`config.mk`:
```
export PLATFORM = sky130hd
export DESIGN_NAME = clock_switch_power_save_ctrl
export DESIGN_NICKNAME = d
export VERILOG_FILES = /design/src/logic/clk_ctrl_pkg.sv /design/src/logic/cycle_counter.sv /design/src/logic/cpu_slowdown.sv /design/src/logic/clock_switch_power_save_ctrl.sv
export SDC_FILE = /design/constraint.sdc
export NUM_CORES = 1
export LEC_CHECK = 0
export ABC_AREA = 0
export BUFFER_PORTS_ARGS = -buffer_cell sky130_fd_sc_hd__buf_2
export CAP_MARGIN = 10
export CELL_PAD_IN_SITES_DETAIL_PLACEMENT = 0
export CELL_PAD_IN_SITES_GLOBAL_PLACEMENT = 2
export CORE_MARGIN = 3
export CORE_UTILIZATION = 35
export CTS_CLUSTER_DIAMETER = 80
export CTS_CLUSTER_SIZE = 28
export DETAILED_ROUTE_END_ITERATION = 16
export PLACE_DENSITY_LB_ADDON = 0.1
export SLEW_MARGIN = 0
export SYNTH_ARGS = -nofsm -noshare
export SYNTH_HDL_FRONTEND = slang
export SYNTH_SLANG_ARGS = --single-unit
```
`constraint.sdc`:
```
create_clock -name clk_i -period 3.6 [get_ports clk_i]
set_clock_uncertainty 0.2 [all_clocks]
set_input_delay 0.36 -clock clk_i [delete_from_list [all_inputs] [get_ports clk_i]]
set_output_delay 0.36 -clock clk_i [all_outputs]
set_load 0.005 [all_outputs]
```
`src/logic/clk_ctrl_pkg.sv`:
```
// Constants and types shared by the clock controller and its helpers.
// Assumes one 50 MHz clock; no register bus, all control bits are ports.
package clk_ctrl_pkg;
  localparam int unsigned CLK_HZ = 50_000_000;
  localparam logic [2:0] SRC_FRC = 3'h0;
  localparam logic [2:0] SRC_FRC_PLL = 3'h1;
  localparam logic [2:0] SRC_PRI = 3'h2;
  localparam logic [2:0] SRC_PRI_PLL = 3'h3;
  localparam logic [2:0] SRC_LPX = 3'h4;
  localparam logic [2:0] SRC_LOW_POWER_RC_OSC = 3'h5;
  localparam logic [2:0] SRC_FRC_DIV16 = 3'h6;
  localparam logic [2:0] SRC_FRC_DIVN = 3'h7;
  localparam logic [2:0] SRC_RESET = SRC_FRC;
  localparam int unsigned SETTLE_CYCLES = 10;
  localparam int unsigned STARTUP_TIMER_CYCLES = 1024;
  localparam int unsigned WAKE_MIN_CYCLES = 2;
  localparam int unsigned WAKE_MAX_CYCLES = 4;
  localparam int unsigned RATIO_W = 3;
  localparam logic [RATIO_W-1:0] RATIO_RESET = 3'h0;
  localparam int unsigned SRC_NUM = 8;
  localparam logic PS_MODE_SLEEP = 1'b0;
  localparam logic PS_MODE_IDLE = 1'b1;

  typedef enum logic [2:0] {
    ST_RUN = 3'b000,
    ST_START = 3'b001,
    ST_SETTLE = 3'b011,
    ST_SLEEP = 3'b010,
    ST_IDLE = 3'b110,
    ST_WAKE = 3'b111
  } sw_state_t;

  function automatic logic src_is_pll(input logic [2:0] src);
    return (src == SRC_FRC_PLL) || (src == SRC_PRI_PLL);
  endfunction

  function automatic logic src_is_crystal(input logic [2:0] src);
    return (src == SRC_PRI) || (src == SRC_PRI_PLL) || (src == SRC_LPX);
  endfunction
endpackage

```
`src/logic/cycle_counter.sv`:
```
// Down counter with load and one-cycle done pulse.
// Assumes the count enable and load come from logic on the same clock.
`timescale 1ns/1ps
module cycle_counter #(
  parameter int unsigned WIDTH = 11
) (
  input wire logic clk_i,
  input wire logic rst_n_i,
  input wire logic load_i,
  input wire logic [WIDTH-1:0] value_i,
  input wire logic count_en_i,
  output logic done_o
);
  typedef struct packed {
    logic [WIDTH-1:0] cnt;
    logic busy;
    logic done;
  } cnt_state_t;

  cnt_state_t s_q;
  cnt_state_t s_d;

  always_comb begin
    s_d = s_q;
    s_d.done = 1'b0;
    if (load_i) begin
      s_d.cnt = value_i;
      s_d.busy = 1'b1;
    end else if (s_q.busy && count_en_i) begin
      if (s_q.cnt <= WIDTH'(1)) begin
        s_d.busy = 1'b0;
        s_d.done = 1'b1;
        s_d.cnt = '0;
      end else begin
        s_d.cnt = s_q.cnt - WIDTH'(1);
      end
    end
  end

  always_ff @(posedge clk_i or negedge rst_n_i) begin
    if (!rst_n_i) begin
      s_q <= '0;
    end else begin
      s_q <= s_d;
    end
  end

  assign done_o = s_q.done;
endmodule

```
`src/logic/cpu_slowdown.sv`:
```
// Reduced CPU clock enable generator with a power-of-two ratio.
// Assumes the ratio and enable are synchronous to clk_i.
`timescale 1ns/1ps
module cpu_slowdown (
  input wire logic clk_i,
  input wire logic rst_n_i,
  input wire logic active_i,
  input wire logic [2:0] ratio_i,
  output logic cpu_tick_o
);
  typedef struct packed {
    logic [6:0] cnt;
  } dz_state_t;

  dz_state_t s_q;
  dz_state_t s_d;
  logic [6:0] limit;

  always_comb begin
    limit = 7'((8'h01 << ratio_i) - 8'h01);
    s_d = s_q;
    if (!active_i || s_q.cnt >= limit) begin
      s_d.cnt = '0;
    end else begin
      s_d.cnt = s_q.cnt + 7'h01;
    end
  end

  always_ff @(posedge clk_i or negedge rst_n_i) begin
    if (!rst_n_i) begin
      s_q <= '0;
    end else begin
      s_q <= s_d;
    end
  end

  // The tick gates only the CPU; the peripheral clock keeps running every cycle at any ratio.
  assign cpu_tick_o = !active_i || (s_q.cnt == 7'h00);
endmodule

```
`src/logic/clock_switch_power_save_ctrl.sv`:
```
// System clock controller: source switching, fail monitor, Sleep, Idle and CPU slowdown.
// Assumes oscillator ready, lock and fail indications are asynchronous pins;
// core requests, interrupts and register writes are on clk_i.
`timescale 1ns/1ps
module clock_switch_power_save_ctrl
  import clk_ctrl_pkg::*;
(
  input wire logic clk_i,
  input wire logic rst_n_i,
  input wire logic switch_monitor_config_i,
  input wire logic [2:0] reset_source_i,
  input wire logic next_source_wr_i,
  input wire logic [2:0] next_source_field_i,
  input wire logic switch_go_set_i,
  input wire logic watchdog_enable_i,
  input wire logic secondary_osc_enable_i,
  input wire logic [SRC_NUM-1:0] osc_ready_i,
  input wire logic pll_lock_i,
  input wire logic osc_fail_i,
  input wire logic power_save_req_i,
  input wire logic power_save_mode_i,
  input wire logic irq_pending_i,
  input wire logic watchdog_timeout_i,
  input wire logic cpu_slowdown_enable_i,
  input wire logic [RATIO_W-1:0] slowdown_ratio_i,
  input wire logic return_on_interrupt_bit_i,
  output logic [2:0] current_source_field_o,
  output logic [2:0] next_source_field_o,
  output logic switch_go_bit_o,
  output logic pll_locked_flag_o,
  output logic clock_fail_flag_o,
  output logic clock_fail_trap_o,
  output logic [SRC_NUM-1:0] osc_enable_o,
  output logic [2:0] sys_clk_sel_o,
  output logic fallback_pll_o,
  output logic low_power_rc_enable_o,
  output logic monitor_active_o,
  output logic watchdog_clear_o,
  output logic sys_clk_gate_o,
  output logic periph_clk_enable_o,
  output logic cpu_clk_enable_o,
  output logic power_save_ack_o,
  output logic asleep_o,
  output logic idle_o,
  output logic switch_busy_o
);
  localparam int unsigned CNT_W = 11;

  typedef struct packed {
    sw_state_t st;
    logic [2:0] cur;
    logic [2:0] nxt;
    logic [2:0] old;
    logic go;
    logic lock_flag;
    logic fail_flag;
    logic fb_pll;
    logic trap;
    logic wdt_clr;
    logic ack;
    logic held_irq;
    logic slow_on;
    logic timer_ok;
    logic [SRC_NUM-1:0] osc_en;
    logic [2:0] rdy_s1;
    logic [2:0] rdy_s2;
    logic [2:0] new_clk_s1;
    logic [2:0] new_clk_s2;
    logic prev_new_clk;
  } ctrl_state_t;

  ctrl_state_t s_q;
  ctrl_state_t s_d;
  logic [SRC_NUM-1:0] rdy_meta_q;
  logic [SRC_NUM-1:0] rdy_sync_q;
  logic lock_meta_q;
  logic lock_sync_q;
  logic fail_meta_q;
  logic fail_sync_q;
  logic switch_allowed;
  logic cnt_load;
  logic [CNT_W-1:0] cnt_value;
  logic cnt_en;
  logic cnt_done;
  logic new_src_ready;
  logic start_wait_done;
  logic cpu_tick;
  logic [2:0] strap_src_q;
  logic strap_taken_q;

  // Pins from the analog side cross through two flops before use.
  always_ff @(posedge clk_i or negedge rst_n_i) begin
    if (!rst_n_i) begin
      rdy_meta_q <= '0;
      rdy_sync_q <= '0;
      lock_meta_q <= 1'b0;
      lock_sync_q <= 1'b0;
      fail_meta_q <= 1'b0;
      fail_sync_q <= 1'b0;
    end else begin
      rdy_meta_q <= osc_ready_i;
      rdy_sync_q <= rdy_meta_q;
      lock_meta_q <= pll_lock_i;
      lock_sync_q <= lock_meta_q;
      fail_meta_q <= osc_fail_i;
      fail_sync_q <= fail_meta_q;
    end
  end

  // The reset source strap is caught on the first edge after release.
  always_ff @(posedge clk_i or negedge rst_n_i) begin
    if (!rst_n_i) begin
      strap_src_q <= SRC_RESET;
      strap_taken_q <= 1'b0;
    end else if (!strap_taken_q) begin
      strap_src_q <= reset_source_i;
      strap_taken_q <= 1'b1;
    end
  end

  assign switch_allowed = !switch_monitor_config_i;

  assign new_src_ready = rdy_sync_q[s_q.nxt] && (!src_is_pll(s_q.nxt) || lock_sync_q);
  // Only crystals run the start-up timer; its expiry is remembered while lock is awaited.
  assign start_wait_done = !src_is_crystal(s_q.nxt) || s_q.timer_ok || cnt_done;

  always_comb begin
    s_d = s_q;
    s_d.trap = 1'b0;
    s_d.wdt_clr = 1'b0;
    s_d.ack = 1'b0;
    cnt_load = 1'b0;
    cnt_value = '0;
    cnt_en = 1'b0;
    s_d.lock_flag = s_q.lock_flag | (lock_sync_q & src_is_pll(s_q.cur));
    if (!strap_taken_q) begin
      s_d.cur = reset_source_i;
      s_d.nxt = reset_source_i;
      s_d.osc_en = SRC_NUM'(1) << reset_source_i;
    end
    if (switch_allowed && next_source_wr_i && s_q.st == ST_RUN) begin
      s_d.nxt = next_source_field_i;
    end else if (!switch_allowed) begin
      s_d.nxt = s_q.cur;
    end
    case (s_q.st)
      ST_RUN: begin
        if (power_save_req_i) begin
          s_d.wdt_clr = 1'b1;
          s_d.held_irq = 1'b0;
          s_d.st = (power_save_mode_i == PS_MODE_SLEEP) ? ST_SLEEP : ST_IDLE;
          s_d.ack = 1'b1;
        end else if (switch_allowed && switch_go_set_i) begin
          if (s_d.nxt == s_q.cur) begin
            s_d.go = 1'b0;
          end else begin
            s_d.go = 1'b1;
            s_d.lock_flag = 1'b0;
            s_d.fail_flag = 1'b0;
            s_d.old = s_q.cur;
            s_d.timer_ok = 1'b0;
            s_d.osc_en[s_d.nxt] = 1'b1;
            s_d.st = ST_START;
            if (src_is_crystal(s_d.nxt)) begin
              cnt_load = 1'b1;
              cnt_value = CNT_W'(STARTUP_TIMER_CYCLES);
            end
          end
        end
      end
      ST_START: begin
        cnt_en = 1'b1;
        s_d.timer_ok = s_q.timer_ok | cnt_done;
        if (new_src_ready && start_wait_done) begin
          s_d.st = ST_SETTLE;
          s_d.timer_ok = 1'b0;
          cnt_load = 1'b1;
          cnt_value = CNT_W'(SETTLE_CYCLES);
        end
      end
      ST_SETTLE: begin
        cnt_en = s_q.new_clk_s2[0];
        if (cnt_done) begin
          s_d.go = 1'b0;
          s_d.cur = s_q.nxt;
          s_d.fb_pll = 1'b0;
          s_d.st = ST_RUN;
          s_d.osc_en[s_q.old] = 1'b0;
          if (s_q.old == SRC_LPX && secondary_osc_enable_i) begin
            s_d.osc_en[SRC_LPX] = 1'b1;
          end
          // The low-power RC stays on while the watchdog or fail monitor still needs it.
          if (s_q.old == SRC_LOW_POWER_RC_OSC && (watchdog_enable_i || switch_allowed)) begin
            s_d.osc_en[SRC_LOW_POWER_RC_OSC] = 1'b1;
          end
        end
      end
      ST_SLEEP, ST_IDLE: begin
        s_d.held_irq = s_q.held_irq | irq_pending_i;
        if (s_q.held_irq || irq_pending_i || watchdog_timeout_i) begin
          s_d.st = ST_WAKE;
          cnt_load = 1'b1;
          cnt_value = CNT_W'(WAKE_MIN_CYCLES);
        end
      end
      ST_WAKE: begin
        cnt_en = 1'b1;
        if (cnt_done) begin
          s_d.st = ST_RUN;
        end
      end
      default: begin
        s_d.st = ST_RUN;
      end
    endcase
    // Placed after the state logic so a fault coinciding with a switch start keeps its flag.
    // failure trap and fast RC fallback
    if (switch_allowed && fail_sync_q && !s_q.fail_flag && s_q.st != ST_SLEEP) begin
      s_d.fail_flag = 1'b1;
      s_d.trap = 1'b1;
      s_d.go = 1'b0;
      s_d.st = ST_RUN;
      s_d.cur = src_is_pll(s_q.cur) ? SRC_FRC_PLL : SRC_FRC;
      s_d.nxt = s_d.cur;
      s_d.fb_pll = src_is_pll(s_q.cur);
      s_d.osc_en[s_d.cur] = 1'b1;
    end
    if (!switch_allowed) begin
      s_d.go = 1'b0;
    end
    s_d.new_clk_s1 = {s_q.new_clk_s1[1:0], rdy_sync_q[s_q.nxt]};
    // The settle count advances once per system cycle while the new source is ready;
    // an independent edge count of the new clock would need a second clock domain.
    s_d.new_clk_s2 = {2'b00, rdy_sync_q[s_q.nxt]};
    s_d.prev_new_clk = rdy_sync_q[s_q.nxt];
    if (!cpu_slowdown_enable_i) begin
      s_d.slow_on = 1'b0;
    end else if (return_on_interrupt_bit_i && irq_pending_i) begin
      s_d.slow_on = 1'b0;
    end else begin
      s_d.slow_on = 1'b1;
    end
  end

  always_ff @(posedge clk_i or negedge rst_n_i) begin
    if (!rst_n_i) begin
      s_q <= '{st: ST_RUN, cur: SRC_RESET, nxt: SRC_RESET, old: SRC_RESET, osc_en: SRC_NUM'(1), default: '0};
    end else begin
      s_q <= s_d;
    end
  end

  cycle_counter #(
    .WIDTH(CNT_W)
  ) u_counter (
    .clk_i(clk_i),
    .rst_n_i(rst_n_i),
    .load_i(cnt_load),
    .value_i(cnt_value),
    .count_en_i(cnt_en),
    .done_o(cnt_done)
  );

  cpu_slowdown u_slowdown (
    .clk_i(clk_i),
    .rst_n_i(rst_n_i),
    .active_i(s_q.slow_on),
    .ratio_i(slowdown_ratio_i),
    .cpu_tick_o(cpu_tick)
  );

  assign current_source_field_o = s_q.cur;
  assign next_source_field_o = s_q.nxt;
  assign switch_go_bit_o = s_q.go;
  assign pll_locked_flag_o = s_q.lock_flag;
  assign clock_fail_flag_o = s_q.fail_flag;
  assign clock_fail_trap_o = s_q.trap;
  assign sys_clk_sel_o = s_q.cur;
  assign fallback_pll_o = s_q.fb_pll;
  assign watchdog_clear_o = s_q.wdt_clr;
  assign power_save_ack_o = s_q.ack;
  assign asleep_o = (s_q.st == ST_SLEEP);
  assign idle_o = (s_q.st == ST_IDLE);
  assign switch_busy_o = (s_q.st == ST_START) || (s_q.st == ST_SETTLE);
  // RC kept in Idle when needed
  assign monitor_active_o = switch_allowed && (s_q.st != ST_SLEEP);
  assign low_power_rc_enable_o = (s_q.st == ST_SLEEP) ? watchdog_enable_i :
                                 (watchdog_enable_i || switch_allowed || s_q.cur == SRC_LOW_POWER_RC_OSC ||
                                  s_q.osc_en[SRC_LOW_POWER_RC_OSC]);
  // Sleep stops oscillators and clocked peripherals
  assign osc_enable_o = (s_q.st == ST_SLEEP) ? '0 : s_q.osc_en;
  assign sys_clk_gate_o = (s_q.st != ST_SLEEP);
  assign periph_clk_enable_o = (s_q.st != ST_SLEEP);
  assign cpu_clk_enable_o = (s_q.st == ST_RUN || s_q.st == ST_START || s_q.st == ST_SETTLE) && cpu_tick;
endmodule

```
Word level (Yosys, flattened, before mapping)
Index checks and enable logic that the tools add are counted.
{"block": "word_totals", "elab_cells": 220, "register_bits": 72, "output_inout_bits": 32}
{"block": "op_classes", "n_eq_ne": 34, "magnitude_cmp": 9, "reduce_logical": 62, "shifts": 2, "addsub": 3, "bitwise": 10, "mux": 73}
{"operator": "$mux 11", "n": 5}
{"operator": "$mux 3", "n": 14}
{"operator": "$mux 9", "n": 4}
{"operator": "$pmux 11 s3", "n": 1}
{"operator": "$mux 8", "n": 4}
{"operator": "$mux 1", "n": 23}
{"operator": "$eq 3x2->1 const B", "n": 7}
{"operator": "$eq 3x3->1 const B", "n": 7}
{"operator": "$logic_or 1x1->1", "n": 19}
{"operator": "$logic_and 1x1->1", "n": 17}
{"operator": "$ne 4x4->1 const B", "n": 4}
{"operator": "$or 8x8->8", "n": 2}
{"operator": "$pmux 8 s2", "n": 1}
{"operator": "$reduce_and 4->1", "n": 4}
{"operator": "$reduce_bool 2->1", "n": 8}
{"operator": "$pmux 3 s5", "n": 1}
{"operator": "$mux 13", "n": 1}
{"operator": "$lt 3x4->1 const B", "n": 3}
{"operator": "$mux 12", "n": 1}
{"operator": "$mux 6", "n": 2}
{"operator": "$le 11x1->1 const B", "n": 1}
{"operator": "$sub 11x1->11 const B", "n": 1}
{"operator": "$mux 2", "n": 5}
{"operator": "$demux 1 s3", "n": 3}
{"operator": "32 further kinds", "n": 55}

Logic depth before layout (Yosys ltp)
Gate-level depths: netlist of run 1.
{"block": "depth", "word_depth": 15, "mapped_depth": 11}

Hierarchy
Synthesis of run 1 repeated with hierarchy kept, for this count alone.
{"block": "unflattened", "hier_cells": 394, "hier_area_um2": 3907.5}
{"mod": "clock_switch_power_save_ctrl", "area_each_um2": 2517.4, "instances": 1, "cells_each": 240}
{"mod": "cycle_counter", "area_each_um2": 850.8, "instances": 1, "cells_each": 96}
{"mod": "cpu_slowdown", "area_each_um2": 539.3, "instances": 1, "cells_each": 58}

Worst setup path before layout of run 1
OpenSTA, ideal clock, no wires.
{"block": "synth_path", "path_type": "register -> register", "from": "register s_q[41] (netlist name)", "to": "register s_q[42] (netlist name)", "slack_ps": 866, "synth_period_minus_slack_ps": 2734, "path_stages_with_launch": 9, "t_required_ps": 3275, "n_path_buf": 2, "t_arrival_ps": 2409, "setup_ps": 125, "cell_sequence": "dfrtp_1 buf_6 or4b_4 buf_6 mux2i_4 xnor2_1 nor3_4 a221oi_2 mux2_4"}
{"block": "synth_via", "elab_chain_cells": 6, "word_cells_on_any_way": 21}
{"item": "from (decl)", "line": "clock_switch_power_save_ctrl.sv:72", "text": "ctrl_state_t s_q;"}
{"item": "from (signal assigned)", "line": "clock_switch_power_save_ctrl.sv:247", "text": "s_q <= '{st: ST_RUN, cur: SRC_RESET, nxt: SRC_RESET, old: SRC_RESET, osc_en: SRC_NUM'(1), default: '0};"}
{"item": "from (signal assigned)", "line": "clock_switch_power_save_ctrl.sv:249", "text": "s_q <= s_d;"}
{"item": "$logic_not 3->1", "line": "clock_switch_power_save_ctrl.sv:141, clock_switch_power_save_ctrl.sv:146"}
{"item": "$logic_and 1x1->1", "line": "clock_switch_power_save_ctrl.sv:141", "text": "if (switch_allowed && next_source_wr_i && s_q.st == ST_RUN) begin"}
{"item": "$mux 3", "line": "clock_switch_power_save_ctrl.sv:141"}
{"item": "$eq 3x3->1", "line": "clock_switch_power_save_ctrl.sv:154", "text": "if (s_d.nxt == s_q.cur) begin"}
{"item": "$ne 4x4->1 (no source line)"}
{"item": "$reduce_and 6->1 (no source line)"}
Parallel ways exist; a longest one is shown, timed or not.
A chain may end at the register's enable or synchronous reset.

Worst setup path in the final report of run 1
{"block": "layout_path", "from": "register s_q[42] (netlist name)", "to": "register s_q[42] (netlist name)"}
Same word-level chain as after synthesis.

==> impl_metrics.ini, run 1 <==
[status]
status = completed

[cts]
tritoncts = built
h-tree-depth = 3
postCtsSetupBuffers = 0
numCtsBuffers = 9
clkTransAtPathRegs_ns = 0.08
root_buffer = clkbuf_8
clock_sinks = 71
clock_latency_ns = 0.35
clock_tree.buffer_depth = 2

[yosys]
syn_inst = 388
async_reset_ff_share_pct = 100
synth_mux_area_share_pct = 5.99
synth-main-ff-cell = dfrtp_1
synth-adder-area-share_pct = 3.95
synth-simple-area-share_pct = 19.8
synth-seq-cells = 71
synthXorXnorAreaFrac_pct = 2.07
syn_area_um2 = 3800
syn_area_per_cell_um2 = 9.79
syn_nets = 432
synth-edff-count = 0
synth_top_family_by_area = simple AND/OR/NAND/NOR gates
yosys_warnings = 0
ys_seq_area_share_pct = 46.8
ys_types = 64
synth_compound_area_share_pct = 15.8

[worst_setup_path]
rrSetupSlack_ns = 0.68
ff2ff_path_depth = 6
critical_path_required_ns = 3.63
reg2reg_to = s_q[42]
critPathTopFamily = simple AND/OR/NAND/NOR gates
path_buf_inv = 0
rr_startpoint = s_q[42]
crit_chain = or4b_4 > mux2i_4 > xnor2_1 > nor3_4 > a221oi_2 > mux2_4
start_kind = register
cp.arrival_ns = 2.96
slowest_stage = or4b_4
crit_fanout = 12
endpoint_kind = register
cpPeakStageDelay_ns = 0.65
worst-setup-path-type = register to register

[floorplanning]
die_h_um = 110
initial_utilization_pct = 36.3
die_area_um2 = 12100
core_um2 = 10500
pin_count = 64
row_count = 37
die_width_um = 110

[timing]
period_needed_ns = 2.93
setup_tns_ns = 0
slew_headroom_pct = 59.2
worstMarginPinSlew_ns = 0.608
setup_viol = 0
fmax_mhz = 342
hold_violations = 0
timing.final.crit_share_pct = 81.2
setup_ws_ns = 0.675
slew_violations = 0
rsz0062_at_grt = false

[power]
ir_drop_mv = 0.245
powerDensity_nw_per_um2 = 664
p_sw_share_pct = 41.2
combPwrFrac_pct = 40.6
power_leakage_nw = 2.08
pwr-share-seq_pct = 39.2
switching_power_w = 0.00123
p_clk_share_pct = 20.2
p_int_w = 0.00176

[global_routing]
use_met3_pct = 2.97
antenna_found_initial = 0
grt_max_degree = 44
overflow = 0
use_met2_pct = 26.4
gr-usage-met1_pct = 22.5
grt.busiest_layer = met2
grt_pass1_wl_mm = 15.5
grt_pass1_vias = 3045
grt_use_total_pct = 16.5

[cells_and_area]
seq_area_um2 = 1780
diodes = 0
fillers = 1075
nets = 502
multi_input_area_um2 = 1820
drive_above_1_share_pct = 22.5
fin_util_pct = 43.1
area_growth_pct = 18.7
fin_area_um2 = 4510

[placed_design]
io_buffers = 63
hpwl_mm = 6.78
place_ws_ns = 0.656
gp_congestion = 0.835
place_area_um2 = 4200

[min_path]
min_path_cells = 3
worstHoldStart = secondary_osc_enable_i
min_to = s_q[17]
hp-class = primary input to register

[route]
ant_nets = 0
routed_wl_mm = 9.25
vias = 3018
drcViolationCount = 0
dr.pass1.iters = 4
routed_via_density = 5.04
wire_per_inst_um = 15.4
drt-initial-drc-count = 140

[flow_run]
cap_violations = 0
-- layout make-up --
cell class              instances  area share [%]
well taps                     136            3.77
flip-flops and latches         71            39.4
multi-input cells             277            40.4
repair buffers                 83            11.0
clock inverters                 7            1.36
clock buffers                   9            2.75
inverters                      16            1.33
-- what timing repair did --
action,CTS,global route
resized for setup,0,0
hold endpoints to repair,81,0
hold buffers,12,0
-- cell families (layout without fill, tap and decap cells) --
| group | count (synthesis) | count (layout) |
|---|---|---|
| simple gates | 149 | 149 |
| flops | 71 | 71 |
| compound gates | 86 | 86 |
| mux | 20 | 20 |
| other cells | 1 | 1 |
| buf+inv | 40 | 115 |
| xor+xnor | 9 | 9 |
| fa+ha+maj | 12 | 12 |
-- cells in the mapped netlist (5+ instances only) --
| library cell | number | area share (%) |
|---|---|---|
| nor2_1 | 41 | 4.1 |
| a211oi_1 | 5 | 0.99 |
| o21ai_1 | 8 | 1.1 |
| o21a_1 | 5 | 0.99 |
| dfrtp_1 | 70 | 46 |
| clkbuf_1 | 9 | 0.89 |
| mux2_2 | 5 | 1.5 |
| nor3_1 | 14 | 1.8 |
| xnor2_1 | 7 | 1.6 |
| nand2b_1 | 5 | 0.82 |
| nor2b_1 | 18 | 3.0 |
| mux2i_1 | 12 | 3.2 |
| inv_1 | 16 | 1.6 |
| nand3_1 | 8 | 1.1 |
| o21ai_0 | 14 | 1.8 |
| ha_1 | 12 | 4.0 |
| nand2_1 | 36 | 3.6 |
| buf_4 | 11 | 2.2 |
| a21oi_1 | 14 | 1.8 |
| a22oi_1 | 5 | 0.99 |
-- state kept, by name, summed over array words and instances (netlist names) --
register                count
switch_go_bit_o             1
fail_sync_q                 1
s_q                        18
pll_locked_flag_o           1
u_counter.s_q              12
lock_meta_q                 1
current_source_field_o      3
clock_fail_flag_o           1
fail_meta_q                 1
strap_taken_q               1
u_counter.done_o            1
power_save_ack_o            1
u_slowdown.s_q              7
rdy_meta_q                  8
rdy_sync_q                  8
clock_fail_trap_o           1
lock_sync_q                 1
next_source_field_o         3
fallback_pll_o              1
-- through the flow --
step	total power, W	std cells	hold WS (ns)
2_1_floorplan	0.00205	388	-0.136
3_3_place_gp	0.00241	571	-0.0246
3_5_place_dp	0.00241	571	-0.0228
4_1_cts	0.00304	599	0.0341
5_1_grt	0.00327	599	0.0394
6_report	0.00299	599	0.0442
-- routing by layer --
| layer | vias to the layer above | part of all wire [%] |
|---|---|---|
| li1 | 1513 | - |
| met1 | 1427 | 48 |
| met2 | 65 | 47 |
| met3 | 13 | 3.6 |
| met4 | 0 | 1.7 |
| met5 | - | 0 |
-- layout by cell type (no fill, tap or decap), types with 7 or more instances in the layout --
cell type / count
o21ai_1: 8
inv_1: 16
dlygate4sd3_1: 12
nor3_1: 14
nor2_1: 41
dfrtp_1: 70
ha_1: 12
nand3_1: 8
o21ai_0: 14
xnor2_1: 7
a21oi_1: 14
nand2_1: 36
nor2b_1: 18
clkbuf_8: 9
buf_2: 63
mux2i_1: 12
buf_4: 8
-- worst min-delay path, cell delays in order --
cell and delay, ns:
buf_2 0.07, mux2i_1 0.05, o21ai_1 0.07
-- worst max path at each step --
| stage | start | end | cells after the start |
|---|---|---|---|
| floorplan | s_q[41] | s_q[42] | 8 |
| global placement | slowdown_ratio_i[2] | u_slowdown.s_q[6] | 11 |
| detailed placement | slowdown_ratio_i[2] | u_slowdown.s_q[2] | 11 |
| CTS | s_q[42] | s_q[42] | 6 |
| global route | s_q[42] | s_q[42] | 6 |
| finish | s_q[42] | s_q[42] | 6 |
-- power groups by stage --
stage	Clock (W)	Combinational, W	Sequential [W]
finish	0.000605	0.00122	0.00117
CTS	0.000633	0.00123	0.00117
global route	0.000662	0.00139	0.00121
floorplan	0	0.000952	0.00110
detailed placement	0	0.00122	0.00119
global placement	0	0.00122	0.00119
No activity file was read; power rests on OpenSTA's default activity.
==> run 2: changes to the inputs <==
==> constraint.sdc (replaced) <==
create_clock -name clk_i -period 2.99 [get_ports clk_i]
set_clock_uncertainty 0.2 [all_clocks]
set_input_delay 0.299 -clock clk_i [delete_from_list [all_inputs] [get_ports clk_i]]
set_output_delay 0.299 -clock clk_i [all_outputs]
set_load 0.005 [all_outputs]
==> run 2 against run 1 <==
Net effect: worst setup slack worse by 0.42 ns; cell count up 0.83%; hold slack about the same; wire length up 2.9%; sequential power up 19%; critical path type unchanged; register-to-register slack worse by 0.42 ns; fmax up 7.0%; highest routed layer unchanged; first-iteration DRC count down 14%; critical path depth unchanged.
==> impl_metrics.ini, run 2 (synthesis results as in run 1) <==
[status]
status = completed

[timing]
rsz0062_at_grt = false
slew_violations = 0
worstMarginPinSlew_ns = 0.591
setup_ws_ns = 0.256
timing.final.crit_share_pct = 91.4
setup_viol = 0
period_needed_ns = 2.73
fmax_mhz = 366
hold_violations = 0
slew_headroom_pct = 60.3
setup_tns_ns = 0

[worst_setup_path]
worst-setup-path-type = register to register
crit_start = s_q[42]
ff2ff_path_depth = 6
start_kind = register
rrSetupSlack_ns = 0.26
critical_path_required_ns = 3.02
reg2reg_to = s_q[42]
cp.arrival_ns = 2.76
rr_startpoint = s_q[42]
endpoint_kind = register
crit_fanout = 4

[cells_and_area]
area_growth_pct = 20.1
multi_input_area_um2 = 1820
diodes = 0
fillers = 1073
seq_area_um2 = 1780
fin_area_um2 = 4560
largest_reg_flops = 18
largest-register = s_q
reg.largest.list = s_q (18), u_counter.s_q (12)
drive_above_1_share_pct = 22.9
final_common_cell = dfrtp_1
final_cell_mix = 70 x dfrtp_1, 63 x buf_2, 41 x nor2_1
nets = 507

[placed_design]
place_ws_ns = 0.0267
io_buffers = 63
place_area_um2 = 4240
gp_congestion = 0.822
hpwl_mm = 6.79

[cts]
clkTransAtPathRegs_ns = 0.08
postCtsSetupBuffers = 0
numCtsBuffers = 9
clock_sinks = 71
clock_tree.buffer_depth = 2
root_buffer = clkbuf_8
h-tree-depth = 3
tritoncts = built
clock_latency_ns = 0.36

[route]
routed_wl_mm = 9.52
drcViolationCount = 0
dr.pass1.iters = 4
wire_per_inst_um = 15.8
drt-initial-drc-count = 121
routed_via_density = 5.11
ant_nets = 0
vias = 3089

[floorplanning]
initial_utilization_pct = 36.3
pin_count = 64
die_area_um2 = 12100
die_h_um = 110
row_count = 37
die_width_um = 110
core_um2 = 10500

[power]
power_leakage_nw = 2.11
p_sw_share_pct = 41.5
combPwrFrac_pct = 41.9
ir_drop_mv = 0.308
switching_power_w = 0.00152
powerDensity_nw_per_um2 = 803
pwr-share-seq_pct = 37.8
p_int_w = 0.00214
p_clk_share_pct = 20.3

[global_routing]
grt_use_total_pct = 16.6
use_met2_pct = 26.0
overflow = 0
use_met3_pct = 3.32
grt.busiest_layer = met2
grt_max_degree = 72
antenna_found_initial = 0
grt_pass1_vias = 2960
gr-usage-met1_pct = 23.3
grt_pass1_wl_mm = 15.3

[flow_run]
cap_violations = 0

[min_path]
min_to = s_q[23]
worstHoldStart = irq_pending_i
min_path_cells = 3
hp-class = primary input to register
[run 2: power by group through the flow]
stage	clock network, W	logic [W]	registers (W)
after CTS	0.000767	0.00155	0.00139
after detailed placement	0	0.00153	0.00141
final	0.000743	0.00154	0.00139
after global routing	0.000808	0.00173	0.00143
after global placement	0	0.00152	0.00140
after floorplan	0	0.00115	0.00132
[run 2: area by class of cell]
class | instances | share of cell area, %
clock buffers | 9 | 2.71
clock inverters | 7 | 1.34
inverters | 16 | 1.32
multi-input cells | 277 | 39.9
flip-flops and latches | 71 | 39.0
well taps | 136 | 3.73
repair buffers | 88 | 12.1
[run 2: critical path: stages (launching register included)]
cell and delay (ns):
dfrtp_1 0.39, or4b_4 0.60, mux2i_4 0.22, xnor2_1 0.35, nor3_4 0.12, a221oi_2 0.41
mux2_4 0.33
[run 2: layer usage]
metal | vias up | part of all wire (%)
met3 | 11 | 4.2
met4 | 0 | 1.4
met5 | - | 0
li1 | 1516 | -
met2 | 63 | 47
met1 | 1499 | 47
[run 2: worst max-delay path by stage]
stage                             end  slack [ns]  depth (start not counted)
global placement    u_slowdown.s_q[6]        0.17                         11
floorplan                     s_q[42]        0.26                          8
CTS                           s_q[42]        0.24                          6
finish                        s_q[42]        0.26                          6
global route                  s_q[42]        0.10                          6
detailed placement  u_slowdown.s_q[2]        0.03                          9
[run 2: stage by stage]
stage	utilization [%]	cells	hold WS [ns]	power [W]
floorplan	-	388	-0.197	0.00246
global placement	40.5	574	0.134	0.00293
detailed placement	40.5	574	0.135	0.00294
CTS	43.6	604	0.0300	0.00371
global route	43.6	604	0.0646	0.00396
finish	43.6	604	0.0446	0.00367
[run 2: timing repair]
item / CTS / global route
endpoints found under the hold margin: 82 / 0
resized for setup: 0 / 0
hold buffers: 14 / 0
